<file path="config.mk">
export PLATFORM = sky130hd
export DESIGN_NAME = dprc_ctrl
export DESIGN_NICKNAME = d
export VERILOG_FILES = /design/src/dprc_pkg.sv /design/src/dprc_busy_ctl.sv /design/src/dprc_ctrl.sv /design/src/dprc_pin_seq.sv
export VERILOG_INCLUDE_DIRS = /design/src
export SDC_FILE = /design/constraint.sdc
export NUM_CORES = 1
export LEC_CHECK = 0
export BUFFER_PORTS_ARGS = -buffer_cell sky130_fd_sc_hd__buf_2
export CAP_MARGIN = 30
export CORE_AREA = 2 2 145 147
export CTS_CLUSTER_SIZE = 40
export DETAILED_ROUTE_END_ITERATION = 10
export DIE_AREA = 0 0 147 149
export GPL_TIMING_DRIVEN = 0
export PLACE_DENSITY_LB_ADDON = 0.08
export SLEW_MARGIN = 25
export SYNTH_ARGS = -nofsm -noshare
export SYNTH_HDL_FRONTEND = slang
export SYNTH_SLANG_ARGS = --single-unit
</file>
<file path="constraint.sdc">
create_clock -name pclk -period 2.9 [get_ports pclk]
set_input_delay 0.145 -clock pclk [delete_from_list [all_inputs] [get_ports pclk]]
set_output_delay 0.145 -clock pclk [all_outputs]
set_load 0.03 [all_outputs]
</file>
<file path="src/dprc_consts.svh">
// Holds the named constants of the dual-port RAM port controller.
// Assumes a 100 MHz pclk and one device port driven by this controller.
`ifndef DPRC_CONSTS_SVH
`define DPRC_CONSTS_SVH

// Clock period and the pin timing that the sequencer keeps.
`define DPRC_CLK_NS 10
`define DPRC_T_SETTLE_NS 20
`define DPRC_T_WRITE_NS 50
`define DPRC_T_READ_NS 70
`define DPRC_T_RECOVER_NS 20
`define DPRC_CYC(ns) (((ns) + `DPRC_CLK_NS - 1) / `DPRC_CLK_NS)

// Mailbox locations and semaphore space.
`define DPRC_MBOX_LEFT 14'h3ffe
`define DPRC_MBOX_RIGHT 14'h3fff
`define DPRC_SEM_LAST 3'h7
`define DPRC_SEM_FREE 8'hff
`define DPRC_SEM_TAKE 8'h00

// Register offsets.
`define DPRC_REG_CTRL 8'h00
`define DPRC_REG_ADDR 8'h04
`define DPRC_REG_WDATA 8'h08
`define DPRC_REG_RDATA 8'h0c
`define DPRC_REG_STATUS 8'h10
`define DPRC_REG_CFG 8'h14

// Field positions.
`define DPRC_CTRL_GO 0
`define DPRC_CTRL_CMD_LSB 1
`define DPRC_CTRL_CMD_MSB 3
`define DPRC_ST_ACTIVE 0
`define DPRC_ST_DONE 1
`define DPRC_ST_BUSY_SEEN 2
`define DPRC_ST_MBOX 3
`define DPRC_ST_OWNED 4
`define DPRC_ST_INIT_DONE 5
`define DPRC_ST_BUSY_OK 6
`define DPRC_ST_REFUSED 7
`define DPRC_CFG_MASTER 0
`define DPRC_CFG_BLOCK 1

// Command codes.
`define DPRC_CMD_MEM_RD 3'h0
`define DPRC_CMD_MEM_WR 3'h1
`define DPRC_CMD_SEM_RD 3'h2
`define DPRC_CMD_SEM_WR 3'h3
`define DPRC_CMD_SEM_ACQ 3'h4
`define DPRC_CMD_SEM_REL 3'h5
`define DPRC_CMD_MBOX_SEND 3'h6
`define DPRC_CMD_MBOX_TAKE 3'h7

`endif

</file>
<file path="src/dprc_pkg.sv">
// Holds the types shared by the dual-port RAM port controller.
// Assumes nothing of its surroundings.
package dprc_pkg;

	// Kinds of single pin cycle.
	typedef enum logic [1:0] {OP_MEM_RD, OP_MEM_WR, OP_SEM_RD, OP_SEM_WR} dprc_op_e;

	// Pin sequencer states.
	typedef enum logic [2:0] {
		S_IDLE, S_SETUP, S_WAIT_BUSY, S_STROBE, S_READ, S_RECOVER
	} dprc_sstate_e;

	// Command engine states.
	typedef enum logic [2:0] {T_INIT, T_IDLE, T_ISSUE, T_WAIT} dprc_tstate_e;

	// One request to the pin sequencer.
	typedef struct packed {
		dprc_op_e op;
		logic [13:0] addr;
		logic [7:0] wdata;
	} dprc_req_s;

	// Control pins of one device port.
	typedef struct packed {
		logic [13:0] addr;
		logic array_sel_n;
		logic flag_space_select_n;
		logic out_gate_n;
		logic write_strobe_n;
		logic [7:0] dq_out;
		logic dq_oe;
	} dprc_pins_s;

endpackage
</file>
<file path="src/dprc_busy_ctl.sv">
// Holds the busy pin handling of one controlled port.
// Assumes busy_in_n carries each device's busy pin of a depth-expanded array.
`timescale 1ns/1ns
`default_nettype none
module dprc_busy_ctl #(
	parameter int N_BUSY = 1
) (
	// Configuration.
	input wire logic master_role,
	input wire logic block_writes,
	// Device busy pins.
	input wire logic [N_BUSY-1:0] busy_in_n,
	output logic busy_out_n,
	output logic busy_oe,
	output logic arbiter_role,
	// Result to the sequencer.
	output logic busy_ok
);

	// Role pin selects master arbitration or slave write-inhibit input.
	assign arbiter_role = master_role;

	// As a slave the pin is ours: high lets writes pass, low blocks them.
	// As a master the device drives both busy pins, so this side lets go.
	assign busy_oe = ~master_role;
	assign busy_out_n = ~block_writes;

	// Array busy is the AND of all device busy outputs in master role.
	assign busy_ok = master_role ? (&busy_in_n) : ~block_writes;

endmodule
`default_nettype wire

</file>
<file path="src/dprc_ctrl.sv">
// Holds the top of the port controller for one side of a dual-port RAM.
// Assumes an APB master on the register side and one device port on the pin side.
`timescale 1ns/1ns
`default_nettype none
`include "dprc_consts.svh"

////////////////////////////////////////////////////////////////////////////////

// Summary of operation
// - Flag space is used with array select high and flag select low.
// - Hold address and select long enough for busy before the write strobe.
// - Use only one master per width-expanded array.
// - Depth expansion forms the array busy as the AND of device busies.
// - Slave busy held high for normal writes, low to block all writes; flag writes here still go ahead.
module dprc_ctrl #(
	parameter bit IS_LEFT_PORT = 1'b1,
	parameter int N_BUSY = 1
) (
	// Clock and reset.
	input wire logic pclk,
	input wire logic presetn,
	// APB slave.
	input wire logic psel,
	input wire logic penable,
	input wire logic pwrite,
	input wire logic [7:0] paddr,
	input wire logic [31:0] pwdata,
	output logic [31:0] prdata,
	output logic pready,
	output logic pslverr,
	// Device port pins.
	output logic [13:0] mem_addr,
	output logic array_sel_n,
	output logic flag_space_select_n,
	output logic out_gate_n,
	output logic write_strobe_n,
	output logic [7:0] dq_out,
	output logic dq_oe,
	input wire logic [7:0] dq_in,
	// Busy, role and mailbox pins.
	input wire logic [N_BUSY-1:0] busy_in_n,
	output logic busy_out_n,
	output logic busy_oe,
	output logic arbiter_role,
	input wire logic own_mailbox_irq_n
);

	// Mailbox this side reads and mailbox of the far side it writes.
	localparam logic [13:0] OWN_BOX = IS_LEFT_PORT ? `DPRC_MBOX_LEFT : `DPRC_MBOX_RIGHT;
	localparam logic [13:0] PEER_BOX = IS_LEFT_PORT ? `DPRC_MBOX_RIGHT : `DPRC_MBOX_LEFT;

	dprc_pkg::dprc_tstate_e tstate;
	dprc_pkg::dprc_req_s req;
	dprc_pkg::dprc_pins_s pins;
	logic [2:0] cmd;
	logic acq_step;
	logic [2:0] init_idx;
	logic [13:0] addr_reg;
	logic [7:0] wdata_reg;
	logic [7:0] seq_rdata;
	logic [7:0] rdata_reg;
	logic st_done;
	logic st_busy_seen;
	logic st_owned;
	logic st_refused;
	logic init_done;
	logic cfg_master;
	logic cfg_block;
	logic seq_idle;
	logic seq_done;
	logic seq_busy_seen;
	logic busy_ok;
	logic wr_access;
	logic rd_setup;
	logic mapped;
	logic go;
	logic [2:0] wr_cmd;
	logic [7:0] status;

	////////////////////////////////////////////////////////////////////////////
	// APB decode: zero wait states, error on unmapped offsets.

	assign pready = 1'b1;
	assign mapped = (paddr == `DPRC_REG_CTRL) || (paddr == `DPRC_REG_ADDR) ||
		(paddr == `DPRC_REG_WDATA) || (paddr == `DPRC_REG_RDATA) ||
		(paddr == `DPRC_REG_STATUS) || (paddr == `DPRC_REG_CFG);
	assign pslverr = psel && penable && !mapped;
	assign wr_access = psel && penable && pwrite && mapped;
	assign rd_setup = psel && !penable && !pwrite;
	assign wr_cmd = pwdata[`DPRC_CTRL_CMD_MSB:`DPRC_CTRL_CMD_LSB];
	assign go = wr_access && (paddr == `DPRC_REG_CTRL) && pwdata[`DPRC_CTRL_GO];

	// Status word gathers controller and pin state.
	always_comb begin
		status = 8'h00;
		status[`DPRC_ST_ACTIVE] = (tstate != dprc_pkg::T_IDLE) || !seq_idle;
		status[`DPRC_ST_DONE] = st_done;
		status[`DPRC_ST_BUSY_SEEN] = st_busy_seen;
		status[`DPRC_ST_MBOX] = ~own_mailbox_irq_n;
		status[`DPRC_ST_OWNED] = st_owned;
		status[`DPRC_ST_INIT_DONE] = init_done;
		status[`DPRC_ST_BUSY_OK] = busy_ok;
		status[`DPRC_ST_REFUSED] = st_refused;
	end

	// Read data is captured in the setup phase and stands through the access.
	always_ff @(posedge pclk or negedge presetn) begin
		if (!presetn) begin
			prdata <= 32'h0000_0000;
		end else if (rd_setup) begin
			unique case (paddr)
				`DPRC_REG_CTRL: prdata <= {28'h000_0000, cmd, 1'b0};
				`DPRC_REG_ADDR: prdata <= {18'h0_0000, addr_reg};
				`DPRC_REG_WDATA: prdata <= {24'h00_0000, wdata_reg};
				`DPRC_REG_RDATA: prdata <= {24'h00_0000, rdata_reg};
				`DPRC_REG_STATUS: prdata <= {24'h00_0000, status};
				`DPRC_REG_CFG: prdata <= {30'h0000_0000, cfg_block, cfg_master};
				default: prdata <= 32'h0000_0000;
			endcase
		end
	end

	// Address, write data and configuration registers.
	always_ff @(posedge pclk or negedge presetn) begin
		if (!presetn) begin
			addr_reg <= 14'h0000;
			wdata_reg <= 8'h00;
			cfg_master <= 1'b0;
			cfg_block <= 1'b0;
		end else if (wr_access) begin
			if (paddr == `DPRC_REG_ADDR) begin
				addr_reg <= pwdata[13:0];
			end
			if (paddr == `DPRC_REG_WDATA) begin
				wdata_reg <= pwdata[7:0];
			end
			if (paddr == `DPRC_REG_CFG) begin
				cfg_master <= pwdata[`DPRC_CFG_MASTER];
				cfg_block <= pwdata[`DPRC_CFG_BLOCK];
			end
		end
	end

	////////////////////////////////////////////////////////////////////////////
	// Command engine.

	// Walks the start-up release of all flags, then runs commands.
	always_ff @(posedge pclk or negedge presetn) begin
		if (!presetn) begin
			tstate <= dprc_pkg::T_INIT;
			req <= '{op: dprc_pkg::OP_SEM_WR, addr: 14'h0000, wdata: `DPRC_SEM_FREE};
			cmd <= `DPRC_CMD_MEM_RD;
			acq_step <= 1'b0;
			init_idx <= 3'h0;
			init_done <= 1'b0;
		end else begin
			unique case (tstate)
				dprc_pkg::T_INIT: begin
					// Write one to every flag so no stale request latch remains.
					req <= '{op: dprc_pkg::OP_SEM_WR, addr: {11'h000, init_idx},
						wdata: `DPRC_SEM_FREE};
					tstate <= dprc_pkg::T_ISSUE;
				end
				dprc_pkg::T_IDLE: begin
					if (go) begin
						cmd <= wr_cmd;
						acq_step <= 1'b0;
						tstate <= dprc_pkg::T_ISSUE;
						unique case (wr_cmd)
							`DPRC_CMD_MEM_RD: req <= '{dprc_pkg::OP_MEM_RD, addr_reg, wdata_reg};
							`DPRC_CMD_MEM_WR: req <= '{dprc_pkg::OP_MEM_WR, addr_reg, wdata_reg};
							`DPRC_CMD_SEM_RD: req <= '{dprc_pkg::OP_SEM_RD, addr_reg, wdata_reg};
							`DPRC_CMD_SEM_WR: req <= '{dprc_pkg::OP_SEM_WR, addr_reg, wdata_reg};
							// Acquire writes zero first, then reads back.
							`DPRC_CMD_SEM_ACQ: req <= '{dprc_pkg::OP_SEM_WR, addr_reg,
								`DPRC_SEM_TAKE};
							`DPRC_CMD_SEM_REL: req <= '{dprc_pkg::OP_SEM_WR, addr_reg,
								`DPRC_SEM_FREE};
							`DPRC_CMD_MBOX_SEND: req <= '{dprc_pkg::OP_MEM_WR, PEER_BOX,
								wdata_reg};
							`DPRC_CMD_MBOX_TAKE: req <= '{dprc_pkg::OP_MEM_RD, OWN_BOX,
								wdata_reg};
						endcase
					end
				end
				dprc_pkg::T_ISSUE: begin
					tstate <= dprc_pkg::T_WAIT;
				end
				dprc_pkg::T_WAIT: begin
					if (seq_done) begin
						if (!init_done) begin
							if (init_idx == `DPRC_SEM_LAST) begin
								init_done <= 1'b1;
								tstate <= dprc_pkg::T_IDLE;
							end else begin
								init_idx <= init_idx + 3'h1;
								tstate <= dprc_pkg::T_INIT;
							end
						end else if (cmd == `DPRC_CMD_SEM_ACQ && !acq_step) begin
							// Write then read, never the other way round.
							acq_step <= 1'b1;
							req.op <= dprc_pkg::OP_SEM_RD;
							tstate <= dprc_pkg::T_ISSUE;
						end else begin
							tstate <= dprc_pkg::T_IDLE;
						end
					end
				end
			endcase
		end
	end

	// Completion flags and captured read data.
	always_ff @(posedge pclk or negedge presetn) begin
		if (!presetn) begin
			st_done <= 1'b0;
			st_busy_seen <= 1'b0;
			st_owned <= 1'b0;
			st_refused <= 1'b0;
			rdata_reg <= 8'h00;
		end else begin
			if (go && tstate == dprc_pkg::T_IDLE) begin
				st_done <= 1'b0;
				st_busy_seen <= 1'b0;
				st_refused <= 1'b0;
			end else if (go) begin
				st_refused <= 1'b1;
			end
			if (seq_done && init_done) begin
				st_busy_seen <= st_busy_seen | seq_busy_seen;
				if (req.op == dprc_pkg::OP_SEM_RD || req.op == dprc_pkg::OP_MEM_RD) begin
					rdata_reg <= seq_rdata;
				end
				// A flag read as all zeros means this side holds the token.
				if (req.op == dprc_pkg::OP_SEM_RD) begin
					st_owned <= (seq_rdata == `DPRC_SEM_TAKE);
				end
				if (!(cmd == `DPRC_CMD_SEM_ACQ && !acq_step)) begin
					st_done <= 1'b1;
				end
			end
		end
	end

	////////////////////////////////////////////////////////////////////////////
	// Sequencer, busy handling and pin fan-out.

	dprc_pin_seq u_seq (
		.pclk(pclk),
		.presetn(presetn),
		.start(tstate == dprc_pkg::T_ISSUE),
		.req(req),
		.idle(seq_idle),
		.done(seq_done),
		.rdata(seq_rdata),
		.busy_seen(seq_busy_seen),
		.busy_ok(busy_ok),
		.dq_in(dq_in),
		.pins(pins)
	);

	dprc_busy_ctl #(.N_BUSY(N_BUSY)) u_busy (
		.master_role(cfg_master),
		.block_writes(cfg_block),
		.busy_in_n(busy_in_n),
		.busy_out_n(busy_out_n),
		.busy_oe(busy_oe),
		.arbiter_role(arbiter_role),
		.busy_ok(busy_ok)
	);

	// Pin outputs come straight from the sequencer flip-flops.
	assign mem_addr = pins.addr;
	assign array_sel_n = pins.array_sel_n;
	assign flag_space_select_n = pins.flag_space_select_n;
	assign out_gate_n = pins.out_gate_n;
	assign write_strobe_n = pins.write_strobe_n;
	assign dq_out = pins.dq_out;
	assign dq_oe = pins.dq_oe;

endmodule
`default_nettype wire

</file>
<file path="src/dprc_pin_seq.sv">
// Holds the pin sequencer that runs one read or write cycle on a device port.
// Assumes the device answers within the fixed read time and that busy_ok is clean.
`timescale 1ns/1ns
`default_nettype none
`include "dprc_consts.svh"
module dprc_pin_seq (
	// Clock and reset.
	input wire logic pclk,
	input wire logic presetn,
	// Request side.
	input wire logic start,
	input wire dprc_pkg::dprc_req_s req,
	output logic idle,
	output logic done,
	output logic [7:0] rdata,
	output logic busy_seen,
	// Device side.
	input wire logic busy_ok,
	input wire logic [7:0] dq_in,
	output dprc_pkg::dprc_pins_s pins
);

	localparam logic [3:0] SETTLE_CYC = 4'(`DPRC_CYC(`DPRC_T_SETTLE_NS));
	localparam logic [3:0] WRITE_CYC = 4'(`DPRC_CYC(`DPRC_T_WRITE_NS));
	localparam logic [3:0] READ_CYC = 4'(`DPRC_CYC(`DPRC_T_READ_NS));
	localparam logic [3:0] RECOVER_CYC = 4'(`DPRC_CYC(`DPRC_T_RECOVER_NS));

	dprc_pkg::dprc_sstate_e state;
	logic [3:0] cnt;
	logic is_write;
	logic is_sem;

	assign idle = (state == dprc_pkg::S_IDLE);
	assign is_write = (req.op == dprc_pkg::OP_MEM_WR) || (req.op == dprc_pkg::OP_SEM_WR);
	assign is_sem = (req.op == dprc_pkg::OP_SEM_RD) || (req.op == dprc_pkg::OP_SEM_WR);

	// One cycle walks select, settle, busy wait (writes only), strobe or gate, deselect.
	always_ff @(posedge pclk or negedge presetn) begin
		if (!presetn) begin
			state <= dprc_pkg::S_IDLE;
			cnt <= 4'h0;
			done <= 1'b0;
			rdata <= 8'h00;
			busy_seen <= 1'b0;
			pins <= '{addr: 14'h0000, array_sel_n: 1'b1, flag_space_select_n: 1'b1,
				out_gate_n: 1'b1, write_strobe_n: 1'b1, dq_out: 8'h00, dq_oe: 1'b0};
		end else begin
			done <= 1'b0;
			unique case (state)
				dprc_pkg::S_IDLE: begin
					if (start) begin
						// Semaphore space: array select high, flag select low.
						pins.addr <= is_sem ? {11'h000, req.addr[2:0]} : req.addr;
						pins.array_sel_n <= is_sem;
						pins.flag_space_select_n <= ~is_sem;
						pins.dq_out <= req.wdata;
						busy_seen <= 1'b0;
						cnt <= SETTLE_CYC;
						state <= dprc_pkg::S_SETUP;
					end
				end
				dprc_pkg::S_SETUP: begin
					// Address and select settle so a master busy decision shows first.
					if (cnt > 4'h1) begin
						cnt <= cnt - 4'h1;
					end else if (is_write) begin
						state <= dprc_pkg::S_WAIT_BUSY;
					end else begin
						if (!busy_ok) begin
							busy_seen <= 1'b1;
						end
						pins.out_gate_n <= 1'b0;
						cnt <= READ_CYC;
						state <= dprc_pkg::S_READ;
					end
				end
				dprc_pkg::S_WAIT_BUSY: begin
					// A memory write is held off while this port sees busy; a flag write goes ahead.
					if (busy_ok || is_sem) begin
						pins.write_strobe_n <= 1'b0;
						pins.dq_oe <= 1'b1;
						cnt <= WRITE_CYC;
						state <= dprc_pkg::S_STROBE;
					end else begin
						busy_seen <= 1'b1;
					end
				end
				dprc_pkg::S_STROBE: begin
					if (cnt > 4'h1) begin
						cnt <= cnt - 4'h1;
					end else begin
						pins.write_strobe_n <= 1'b1;
						cnt <= RECOVER_CYC;
						state <= dprc_pkg::S_RECOVER;
					end
				end
				dprc_pkg::S_READ: begin
					if (cnt > 4'h1) begin
						cnt <= cnt - 4'h1;
					end else begin
						rdata <= dq_in;
						pins.out_gate_n <= 1'b1;
						cnt <= RECOVER_CYC;
						state <= dprc_pkg::S_RECOVER;
					end
				end
				dprc_pkg::S_RECOVER: begin
					// Both selects high: standby, and the flag read latch reopens.
					pins.array_sel_n <= 1'b1;
					pins.flag_space_select_n <= 1'b1;
					pins.dq_oe <= 1'b0;
					if (cnt > 4'h1) begin
						cnt <= cnt - 4'h1;
					end else begin
						done <= 1'b1;
						state <= dprc_pkg::S_IDLE;
					end
				end
			endcase
		end
	end

endmodule
`default_nettype wire

</file>
# After elaboration in Yosys (flattened, before gate mapping)
# Cells that the tools add are included.
# Widths: inputs -> output; s select.
# op_classes
n_addsub	2
n_lt_le_gt_ge	1
eq_ne	42
n_mux	62
bitwise_logic	8
reduce_logical	64
# ops
op	count
$pmux 24 s8	1
$pmux 14 s6	1
$pmux 22 s2	1
$mux 1	27
$mux 3	9
$reduce_and 2->1	13
$eq 3x3->1 const B	8
$mux 24	1
$mux 4	6
$ne 2x2->1 const B	11
$pmux 4 s5	1
$eq 3x2->1 const B	6
$eq 8x4->1 const B	2
$eq 8x5->1 const B	2
$logic_not 8->1	2
$reduce_bool 2->1	8
$pmux 3 s5	1
$reduce_and 5->1	3
$mux 14	1
$pmux 3 s4	1
$reduce_and 4->1	3
$logic_and 1x1->1	11
$logic_or 1x1->1	10
$mux 2	5
23 further kinds	45
# totals
regBits	147
output_inout_bits	64
elab_cells	209

# Longest topological paths before layout
# Gate-level depths: netlist of the first run.
# depth
word_depth	13
ltp_mapped	8

# Modules after synthesis
# From an unflattened synthesis of the first run, not the netlist that was laid out.
# unflattened
hier_cells	623
area_unflattened_um2	6127.1
# by_module_without_submodules
mod	instances	cells_per_inst	area_per_inst_um2
dprc_ctrl	1	396	4050.1
dprc_pin_seq	1	223	2047.0
dprc_busy_ctl	1	4	30.0

# Least setup slack after synthesis of the first run
# OpenSTA, ideal clock, no wires.
# synth_timing
path_kind	flip-flop to flip-flop
startpoint	reg u_seq.cnt[0]
endpoint	reg u_seq.rdata[0]
setup_time_ps	125
t_arrival_ps	1917
required_time_ps	2775
slack_ps	858
stages_incl_launch_ff	8
n_path_buf	1
synth_period_minus_slack_ps	2042
cell_sequence	dfrtp_1 -> inv_1 -> ha_1 -> nor2_1 -> or2_2 -> clkbuf_1 -> nor3_2 -> mux2_2
# synth_between
elab_chain_len	3
# synth_rtl
element	line_no	text
start: declaration	dprc_pin_seq.sv:29	logic [3:0] cnt;
start signal: assignment	dprc_pin_seq.sv:65	cnt <= cnt - 4'h1;
start signal: assignment	dprc_pin_seq.sv:90	cnt <= cnt - 4'h1;
start signal: assignment	dprc_pin_seq.sv:99	cnt <= cnt - 4'h1;
$gt 4x1->1	dprc_pin_seq.sv:98	if (cnt > 4'h1) begin
$not 1->1 (no source line)	-	
$reduce_and 2->1 (no source line)	-	
end signal: assignment	dprc_pin_seq.sv:101	rdata <= dq_in;
end: declaration	dprc_pin_seq.sv:15	output logic [7:0] rdata,
# No other way between the ends.
# A chain may end at the register's enable or synchronous reset.

# Worst setup path after layout of the first run
# layout_timing
startpoint	reg tstate[1]
endpoint	reg, netlist name u_seq.pins[6]
# layout_between
elab_chain_len	2
# layout_rtl
element	line_no	text
start: declaration	dprc_ctrl.sv:52	dprc_pkg::dprc_tstate_e tstate;
start signal: assignment	dprc_ctrl.sv:150	tstate <= dprc_pkg::T_INIT;
start signal: assignment	dprc_ctrl.sv:162	tstate <= dprc_pkg::T_ISSUE;
start signal: assignment	dprc_ctrl.sv:168	tstate <= dprc_pkg::T_ISSUE;
$eq 3x2->1	dprc_ctrl.sv:251	.start(tstate == dprc_pkg::T_ISSUE),
$reduce_and 2->1 (no source line)	-	
# No other way between the ends.

==> summary.md, run 1 <==
| Metric | Value |
|---|---|
| CP Max Fanout | `10` |
| Leak | `3.49 nW` |
| CTS clk-pin slew, worst paths | `0.06 ns` |
| Ys async rst share | `100%` |
| Avg WL per Cell | `16.0 um` |
| Required @ worst endpoint | `3.19 ns` |
| Top reg by flops | `u_seq.pins` |
| Placement Setup Slack | `0.339 ns` |
| Total power | `4.28 mW` |
| Max_cap viols | `0` |
| Count of final hold-check violations | `0` |
| Status | `finished clean` |
| CTS tree | `done` |
| Routed via count | `4,681` |
| Hpwl dp | `12.1 mm` |
| Final worst slack | `a little under 0.6 ns` |
| Worst clock skew | `approximately 0.0099 ns` |
| Remaining DRCs | `0` |
| Cell area after layout | `around 7700 um^2` |
| Mean Syn Cell Area | `roughly 10 um^2` |
| Drt first pass iters | `4` |
| Die height | `149 um` |
| Die area | `21,900 um^2` |
| GRT Max-Usage Layer | `met2` |
| Initial Util | `around 29%` |
| Vias in the first global route | `between 4,000 and 5,000` |
| Area Growth Syn to Fin | `27.5%` |
| Slew HR | `46.2%` |
| CTS Sinks | `128` |
| RSZ-0062 raised after global routing | `false` |
| Cell row count | `53` |
| CTS max path bufs | `2` |
| # H-tree levels | `4` |
| Sequential fraction of the synthesis area | `53.3%` |
| Fin nets | `about 780` |
| First-pass GRT wire length | `25.8 mm` |
| Largest net degree at the start of global routing | `73` |
| Final non-filler cell total | `between 1,000 and 1,500` |
| Cells on Worst Hold Path | `2` |
| PortBufs | `81` |
| Routability cong. | `0.779` |
| Worst Setup Start Kind | `flop` |
| Initial antenna violation count | `0` |
| HP Class | `primary input to flop` |
| Met1 GRT Util | `21.1%` |
| CP Class | `flop to flop` |
| CP arrival | `approximately 2.6 ns` |
| Fin util | `between 30% and 40%` |
| Clk root buf | `clkbuf_16` |
| Clk_lat worst skew | `about 0.41 ns` |
| M3 GR Usage | `between 3 and 4%` |
| Diode count | `0` |
| EDFF count, synth | `0` |
| Final-report max-slew violation count | `0` |
| Slew @ Worst Pin | `0.801 ns` |
| Yosys Warn Count | `0` |
| M2 GR Usage | `24.4%` |
| R2r worst-path depth | `5` |
| Synthesized instance count | `just under 600` |
| Placed cell areas | `6890 um^2` |
| Worst vdd ir | `between 0.0004 and 0.0005 V` |
| Largest regs | `u_seq.pins: 27 flops, req: 24 flops` |
| Antenna Violating Nets Remaining | `0` |
| Post-CTS Setup Bufs | `0` |
| GR Util All Layers | `approximately 15%` |
| Layout cells sized above 1 | `29.7%` |
| Power Dens Cells | `556 nW/um^2` |
| Yosys cell types | `59` |
| Period utilization | `around four fifths` |
| I/O pins | `~120` |
| CTS buffer count | `17` |
| Core area | `20,600 um^2` |
| CP Capture Type | `flop` |
| Final setup vio count | `0` |
| Max reg flops | `27` |
| Total congestion overflow | `0` |
| Flops & latches, synth | `128` |
| Inst Count DP | `952` |
| Post-layout min period | `2.30 ns` |
| Die width | `147 um` |
| F_max | `~430 MHz` |
| Final WL | `around 16 mm` |
| Post-synth top flop | `dfrtp_1` |
| Syn Std Cell Area | `6040 um^2` |
| Avg Vias per Cell | `4.67` |
| Iter 0 DRT Violations | `170` |
-- cell type report --
| type | instances | area (um^2) |
|---|---|---|
| Fill cell | 2080 | 12900 |
| Sequential cell | 128 | 3220 |
| Multi-Input combinational cell | 402 | 2560 |
| Timing Repair Buffer | 100 | 623 |
| Clock buffer | 20 | 467 |
| Tap cell | 275 | 344 |
| Buffer | 49 | 265 |
| Clock inverter | 12 | 158 |
| Inverter | 16 | 60.1 |
-- critical path, stage by stage, from the launching register on --
cell and delay (ns):
dfrtp_1 0.32, clkbuf_1 0.35, nor2b_1 0.39, nand2_1 0.35, clkbuf_1 0.41, mux2_2 0.37
-- cell usage in the layout, fill, tap and decap left out, types with 5 or more instances in the layout --
cell type	netlist	routed
dfrtp_1	114	114
buf_2	2	82
nand2_1	71	71
o21ai_0	59	59
mux2_2	52	52
nor2_1	39	39
a21oi_1	35	35
clkbuf_1	26	26
buf_4	19	19
conb_1	2	19
dlygate4sd3_1	0	18
clkbuf_16	0	17
inv_1	16	16
dfstp_2	14	14
a22o_1	11	11
nor3_1	9	9
mux2i_1	9	9
nand2b_1	7	7
ha_1	7	7
nor2b_1	6	6
nand3_1	6	6
o22ai_1	6	6
or2_2	5	5
-- metal layers --
layer | up-vias | wire [um] | share of wire [%]
li1 | 2285 | - | -
met1 | 2291 | 7800 | 49
met2 | 101 | 7520 | 47
met3 | 4 | 673 | 4.2
met4 | 0 | 56 | 0.35
met5 | - | 0 | 0
-- kinds of logic (layout without fill, tap and decap cells) --
family | count (synthesis) | count (layout) | synth area share [%]
flip-flops | 128 | 128 | 53.3
AND/OR/NAND/NOR | 168 | 168 | 13.4
AO/OA/AOI/OAI | 145 | 145 | 14.6
other | 2 | 19 | 0.124
multiplexers | 62 | 62 | 11.6
buffers and inverters | 65 | 197 | 5.39
adder cells (fa/ha/maj) | 7 | 7 | 1.45
XOR/XNOR | 1 | 1 | 0.145
-- synthesized netlist by cell type (7+ instances only) --
cell type	instances	area share, %
a21oi_1	35	2.9
a22o_1	11	1.6
buf_4	19	2.4
clkbuf_1	26	1.6
dfrtp_1	114	47
dfstp_2	14	6.1
ha_1	7	1.4
inv_1	16	0.99
mux2_2	52	9.7
mux2i_1	9	1.5
nand2_1	71	4.4
nand2b_1	7	0.72
nor2_1	39	2.4
nor3_1	9	0.75
o21ai_0	59	4.9
-- where the power goes --
part / internal (mW) / switching (mW) / total [mW]
Combinational: 0.0920 / 0.153 / 0.245
Sequential: 1.80 / 0.0103 / 1.81
Clock: 1.42 / 0.803 / 2.23
Total: 3.31 / 0.966 / 4.28
-- repair_timing --
action                                 CTS  global route
hold buffers                            18             0
resized for setup                        0             0
endpoints found under the hold margin   70             0
-- worst paths after layout --
path / start / to / slack [ns]
setup / recovery: tstate[1]$_DFFE_PN0P_ / u_seq.pins[6]$_DFFE_PN0P_ / 0.60
hold / removal: pwdata[7] / addr_reg[7]$_DFFE_PN0P_ / 0.02
setup reg to reg: tstate[1]$_DFFE_PN0P_ / u_seq.pins[6]$_DFFE_PN0P_ / 0.60
hold reg to reg: u_seq.cnt[3]$_DFFE_PN0P_ / u_seq.cnt[3]$_DFFE_PN0P_ / 0.47
max in group asynchronous: presetn / req[3]$_DFFE_PN1P_ / 1.88
min in group asynchronous: presetn / u_seq.pins[14]$_DFFE_PN0P_ / 0.26
-- stage by stage --
step / hold WS (ns) / setup TNS, ns
after CTS: 0.00275 / 0
after detailed placement: 0.112 / 0
final: 0.0172 / 0
after global routing: 0.0163 / 0
after global placement: 0.379 / -15.14
after floorplan: -0.151 / 0
Power figures use the tool's default switching activity.
==> run 2, diff against run 1 <==
==> constraint.sdc (replaced) <==
create_clock -name pclk -period 1.9 [get_ports pclk]
set_input_delay 0.095 -clock pclk [delete_from_list [all_inputs] [get_ports pclk]]
set_output_delay 0.095 -clock pclk [all_outputs]
set_load 0.03 [all_outputs]
==> summary.md, run 2 (synthesized netlist as in run 1, its figures left out) <==
| Metric | Value |
|---|---|
| Status | `finished clean` |
| CP Capture Type | `flop` |
| # H-tree levels | `4 (unchanged)` |
| Most frequent cells in the layout | `114 x dfrtp_1, 83 x buf_2, 69 x nand2_1` |
| Final WL | `16.4 mm (+2.1%)` |
| Combinational power share | `6.0% (+0.3 points)` |
| Max reg flops | `27 (unchanged)` |
| Count of final hold-check violations | `0 (unchanged)` |
| Slew HR | `42.6% (-3.6 points)` |
| Core area | `20,600 um^2 (unchanged)` |
| F_max | `556 MHz (+28%)` |
| Slowest stage cell, crit path | `dfrtp_1` |
| Area Growth Syn to Fin | `28.9%` |
| Clock group share of total power | `50.4% (-1.6 points)` |
| Sequential fraction of design power | `43.6% (+1.3 points)` |
| Clk_lat worst skew | `0.41 ns (about the same)` |
| CP Max Fanout | `8 (-2)` |
| CTS tree | `done` |
| Routed via count | `4,675 (-0.13%)` |
| Reg-to-reg slack, setup | `0.10 ns (-0.49 ns)` |
| GR Util All Layers | `15.6% (+0.31 points)` |
| Largest regs | `u_seq.pins: 27 flops, req: 24 flops` |
| Avg Vias per Cell | `4.66 (-0.33%)` |
| Final-report max-slew violation count | `0 (unchanged)` |
| Iter 0 DRT Violations | `133 (-22%)` |
| Final setup vio count | `0 (unchanged)` |
| Required @ worst endpoint | `2.19 ns (-1.00 ns)` |
| Diode count | `0 (unchanged)` |
| Hold Worst Slack | `0.0276 ns (+0.0103 ns)` |
| CP cell instances | `inv_2 > ha_2 > nor2_2 > or2_4 > nor3_4 > buf_12 > mux2_2` |
| Clk root buf | `clkbuf_16` |
| Initial Util | `29.4% (unchanged)` |
| Total congestion overflow | `0 (unchanged)` |
| Antenna Violating Nets Remaining | `0 (unchanged)` |
| Avg WL per Cell | `16.3 um (+1.9%)` |
| Top reg by flops | `u_seq.pins` |
| Power Dens Cells | `813 nW/um^2 (+46%)` |
| Crit-path max cell delay | `0.42 ns (about the same)` |
| Total power | `6.33 mW (+48%)` |
| CTS max path bufs | `2 (unchanged)` |
| Cell-internal power | `4.85 mW (+46%)` |
| CTS Sinks | `128 (unchanged)` |
| Sw Ratio | `23.4% (+0.88 points)` |
| Largest net degree at the start of global routing | `69 (-5.5%)` |
| Commonest non-fill, non-tap cell in the layout | `dfrtp_1` |
| Die width | `147 um (unchanged)` |
| CP Class | `flop to flop` |
| CTS buffer count | `17 (unchanged)` |
| Drt first pass iters | `4 (unchanged)` |
| Remaining DRCs | `0 (unchanged)` |
| Worst vdd ir | `0.000589 V (+47%)` |
| CP arrival | `2.09 ns (-0.51 ns)` |
| Die height | `149 um (unchanged)` |
| Layout cells sized above 1 | `32.1% (+2.4 points)` |
| Worst clock skew | `0.00783 ns (-0.00205 ns)` |
| Worst Setup Start Kind | `flop` |
| Die area | `21,900 um^2 (unchanged)` |
| Slew @ Worst Pin | `0.854 ns (+0.0534 ns)` |
| Net switching power | `1.48 mW (+54%)` |
| Hpwl dp | `12.2 mm (+0.56%)` |
| I/O pins | `119 (unchanged)` |
| HP Class | `primary input to flop` |
| Leak | `3.53 nW (+1.3%)` |
| Cell row count | `53 (unchanged)` |
| Routability cong. | `0.776 (-0.39%)` |
| Post-layout min period | `1.80 ns (-0.505 ns)` |
| Vias in the first global route | `4,826 (+2.4%)` |
| Max_cap viols | `0 (unchanged)` |
| Initial antenna violation count | `0 (unchanged)` |
| Fin nets | `778 (+0.26%)` |
| PortBufs | `81 (unchanged)` |
| First-pass GRT wire length | `26.4 mm (+2.1%)` |
| CTS clk-pin slew, worst paths | `0.06 ns (about the same)` |
| Period utilization | `94.6% (+15 points)` |
## run 2: cell count changes in the layout (fill, tap and decap cells not counted), sizes merged
cell / previous run / this run
clkbuf: 46 / 39
clkinvlp: 3 / 4
bufinv: 3 / 2
clkinv: 5 / 7
buf: 105 / 109
dlygate4sd3: 18 / 21
## run 2: metal layers
metal	global-route usage (%)	up-vias	wire (um)
li1	-	2280	-
met1	21.1	2284	7830
met2	25.5	101	7770
met3	3.09	10	623
met4	4.33	0	160
met5	0	-	0
## run 2: what timing repair did
item	CTS	global route
pin swaps	1	2
gates cloned	0	0
endpoints found under the setup margin	54	63
endpoints found under the hold margin	83	0
hold buffers	21	0
resized for setup	8	12
setup buffers	1	2
## run 2: cell type report
cell class / instances / area, um^2
plain buffers: 44 / 250
clock buffers: 18 / 439
clock inverters: 14 / 141
fillers: 2128 / 12800
inverters: 16 / 60.1
multi-input cells: 402 / 2630
flip-flops and latches: 128 / 3220
well taps: 275 / 344
repair buffers: 107 / 706
## run 2: worst paths after layout
kind / endpoint / from / depth (start not counted)
min reg2reg: u_seq.cnt[3]$_DFFE_PN0P_ / u_seq.cnt[3]$_DFFE_PN0P_ / 1
max in group asynchronous: req[7]$_DFFE_PN1P_ / presetn / 3
min: cfg_block$_DFFE_PN0P_ / pwdata[1] / 3
max reg2reg: u_seq.rdata[1]$_DFFE_PN0P_ / u_seq.cnt[0]$_DFFE_PN0P_ / 7
min in group asynchronous: u_seq.pins[14]$_DFFE_PN0P_ / presetn / 2
max: u_seq.rdata[1]$_DFFE_PN0P_ / u_seq.cnt[0]$_DFFE_PN0P_ / 7
## run 2: power groups by stage
stage	combinational (mW)	sequential (mW)	clock, mW
global placement	0.337	2.81	0
floorplan	0.188	2.80	0
finish	0.381	2.76	3.19
global route	0.421	2.76	3.40
detailed placement	0.351	2.81	0
CTS	0.387	2.76	3.29
## run 2: metrics by stage
step / TNS (ns) / setup slack (ns) / cell area (um^2) / utilization [%] / instances
global route: -0.00184 / -0.00184 / 7790 / 37.9 / 1004
CTS: 0 / 0.000879 / 7720 / 37.6 / 1003
floorplan: 0 / 0.0106 / 6110 / - / 595
global placement: -154.11 / -1.09 / 6860 / 33.4 / 951
detailed placement: -27.76 / -0.617 / 6900 / 33.6 / 952
finish: 0 / 0.102 / 7790 / 37.9 / 1004
## run 2: worst max-delay path: cells and delay by family (launching register included)
| kind | cells | cell delay, ns |
|---|---|---|
| fa+ha+maj | 1 | 0.20 |
| simple gates | 3 | 0.49 |
| mux | 1 | 0.33 |
| flops | 1 | 0.42 |
| buf+inv | 2 | 0.23 |
==> run 3, diff against run 2 <==
--- a/config.mk
+++ b/config.mk
@@ -6,14 +6,15 @@
 export SDC_FILE = /design/constraint.sdc
 export NUM_CORES = 1
 export LEC_CHECK = 0
-export BUFFER_PORTS_ARGS = -buffer_cell sky130_fd_sc_hd__buf_2
+export BUFFER_PORTS_ARGS = -buffer_cell sky130_fd_sc_hd__clkbuf_2
 export CAP_MARGIN = 30
 export CORE_AREA = 2 2 145 147
 export CTS_CLUSTER_SIZE = 40
 export DETAILED_ROUTE_END_ITERATION = 10
 export DIE_AREA = 0 0 147 149
 export GPL_TIMING_DRIVEN = 0
-export PLACE_DENSITY_LB_ADDON = 0.08
+export PLACE_DENSITY = 0.5
+export RECOVER_POWER = 50
 export SLEW_MARGIN = 25
 export SYNTH_ARGS = -nofsm -noshare
 export SYNTH_HDL_FRONTEND = slang
==> summary.md, run 3 (synthesized netlist as in run 1, its figures left out) <==
| Metric | Value |
|---|---|
| Status | `finished clean` |
| Power Dens Cells | `788 nW/um^2 (-3.1%)` |
| Avg WL per Cell | `15.8 um (-3.4%)` |
| CTS clk-pin slew, worst paths | `0.05 ns (about the same)` |
| Final WL | `15.8 mm (-3.5%)` |
| GR Util All Layers | `14.8% (-0.77 points)` |
| F_max | `549 MHz (-1.4%)` |
| CTS max path bufs | `2 (unchanged)` |
| Placed cell areas | `6900 um^2 (about the same)` |
| CP Max Fanout | `8 (unchanged)` |
| I/O pins | `119 (unchanged)` |
| Top reg by flops | `u_seq.pins` |
| # H-tree levels | `4 (unchanged)` |
| Crit-path leading delay family | `simple AND/OR/NAND/NOR gates` |
| Fin nets | `777 (-0.13%)` |
| Initial antenna violation count | `1 (+1)` |
| CP Class | `flop to flop` |
| Slew HR | `50.1% (+7.5 points)` |
| Cell area after layout | `7720 um^2 (-0.90%)` |
| Clk_lat worst skew | `0.41 ns (about the same)` |
| CTS tree | `done` |
| Clk root buf | `clkbuf_16` |
| Remaining DRCs | `0 (unchanged)` |
| Fillers | `2,090 (-1.8%)` |
| Fin util | `37.5% (-0.34 points)` |
| Max_cap viols | `0 (unchanged)` |
| Die height | `149 um (unchanged)` |
| Most frequent cells in the layout | `113 x dfrtp_1, 70 x nand2_1, 65 x clkbuf_2` |
| RSZ-0062 raised after global routing | `false` |
| Largest net degree at the start of global routing | `72 (+4.3%)` |
| Worst vdd ir | `0.000573 V (-2.7%)` |
| Layout cells sized above 1 | `29.3% (-2.8 points)` |
| Final-report max-slew violation count | `0 (unchanged)` |
| Area of the multi-input gates | `2630 um^2 (+0.19%)` |
| Final setup vio count | `0 (unchanged)` |
| Required @ worst endpoint | `2.20 ns (about the same)` |
| Leak | `3.46 nW (-2.0%)` |
| Area Growth Syn to Fin | `27.8%` |
| Slew @ Worst Pin | `0.745 ns (-0.109 ns)` |
| Count of final hold-check violations | `0 (unchanged)` |
| PortBufs | `81 (unchanged)` |
| Cell row count | `53 (unchanged)` |
| Worst clock skew | `0.00930 ns (+0.00147 ns)` |
| Placement Setup Slack | `-0.532 ns (+0.0855 ns)` |
| Die area | `21,900 um^2 (unchanged)` |
| Routability cong. | `0.808 (+4.2%)` |
| Diode count | `0 (unchanged)` |
| CP arrival | `2.12 ns (+0.03 ns)` |
| Period utilization | `95.9% (+1.3 points)` |
| Total congestion overflow | `0 (unchanged)` |
| Worst Path Buf+Inv | `1 (-1)` |
| Antenna Violating Nets Remaining | `0 (unchanged)` |
| Drt first pass iters | `5 (+1)` |
| Max reg flops | `27 (unchanged)` |
| Storage element area | `3220 um^2 (about the same)` |
| Largest regs | `u_seq.pins: 27 flops, req: 24 flops` |
| Post-layout min period | `1.82 ns (+0.0247 ns)` |
| CP Capture Type | `flop` |
| Avg Vias per Cell | `4.74 (+1.9%)` |
| Iter 0 DRT Violations | `242 (+82%)` |
| Die width | `147 um (unchanged)` |
| Setup TNS | `0 ns (unchanged)` |
| First-pass GRT wire length | `25.1 mm (-4.8%)` |
| Core area | `20,600 um^2 (unchanged)` |
| HP Class | `primary input to flop` |
| Vias in the first global route | `4,755 (-1.5%)` |
| CTS Sinks | `128 (unchanged)` |
| Crit-path max cell delay | `0.39 ns (-0.03 ns)` |
| Hpwl dp | `11.9 mm (-1.7%)` |
| Initial Util | `29.4% (unchanged)` |
| CP cell instances | `or2_2 > or2_4 > nor3_4 > buf_12 > mux2_2` |
| Slowest stage cell, crit path | `dfrtp_1` |
| CTS buffer count | `17 (unchanged)` |
| Final worst slack | `0.0774 ns (-0.0247 ns)` |
| Routed via count | `4,758 (+1.8%)` |
| Worst Setup Start Kind | `flop` |
| Commonest non-fill, non-tap cell in the layout | `dfrtp_1` |
-- run 3: changes by cell type in the layout (fill, tap and decap cells not counted), sizes merged --
cell and delta:
clkbuf +90, buf -81, clkinvlp -3, bufinv -2
clkinv -2, dlygate4sd3 -2, inv -1
-- run 3: path summary, 6_finish.rpt --
| kind | startpoint | end | slack (ns) | cells past startpoint |
|---|---|---|---|---|
| worst max-delay path | u_seq.cnt[3]$_DFFE_PN0P_ | u_seq.rdata[1]$_DFFE_PN0P_ | 0.08 | 5 |
| worst min-delay path | pwdata[0] | cfg_master$_DFFE_PN0P_ | 0.03 | 3 |
| worst max register to register | u_seq.cnt[3]$_DFFE_PN0P_ | u_seq.rdata[1]$_DFFE_PN0P_ | 0.08 | 5 |
| worst min register to register | req[15]$_DFFE_PN0P_ | req[15]$_DFFE_PN0P_ | 0.48 | 2 |
| max in group asynchronous | presetn | req[23]$_DFFE_PN1P_ | 0.94 | 3 |
| min in group asynchronous | presetn | prdata[0]$_DFFE_PN0P_ | 0.22 | 2 |
-- run 3: worst register-to-register path: stages, from the launching register on --
cell,delay (ns)
dfrtp_1,0.39
or2_2,0.34
or2_4,0.30
nor3_4,0.20
buf_12,0.15
mux2_2,0.33
-- run 3: cell type report --
| class | count | area share, % |
|---|---|---|
| timing repair buffer | 105 | 8.56 |
| inverter | 16 | 0.778 |
| sequential | 128 | 41.7 |
| multi-input combinational | 402 | 34.1 |
| clock inverter | 6 | 0.421 |
| tap | 275 | 4.46 |
| buffer | 45 | 3.34 |
| clock buffer | 26 | 6.60 |
-- run 3: what timing repair did --
item	CTS	global route
hold buffers	19	0
setup buffers	3	1
endpoints found under the setup margin	43	51
endpoints found under the hold margin	70	0
resized for setup	8	18
pin swaps	1	1
-- run 3: through the flow --
step	hold WS, ns	total power [mW]	std cells
6_report	0.0319	6.08	1003
5_1_grt	0.0264	6.32	1003
4_1_cts	0.0211	6.17	1002
3_5_place_dp	0.101	3.15	952
3_3_place_gp	0.330	3.14	951
2_1_floorplan	-0.201	2.99	595
-- run 3: report_power, final --
part | total (mW) | switching, mW | internal [mW]
registers | 2.76 | 0.0157 | 2.75
clock network | 2.94 | 1.11 | 1.83
logic | 0.374 | 0.231 | 0.142
-- run 3: per-layer routing --
metal  GRT usage, %  up-vias  share of wire, %
li1               -     2286                 -
met1           20.0     2356                47
met2           23.6      114                47
met3           3.70        2               5.6
met4           4.23        0              0.25
met5              0        -                 0
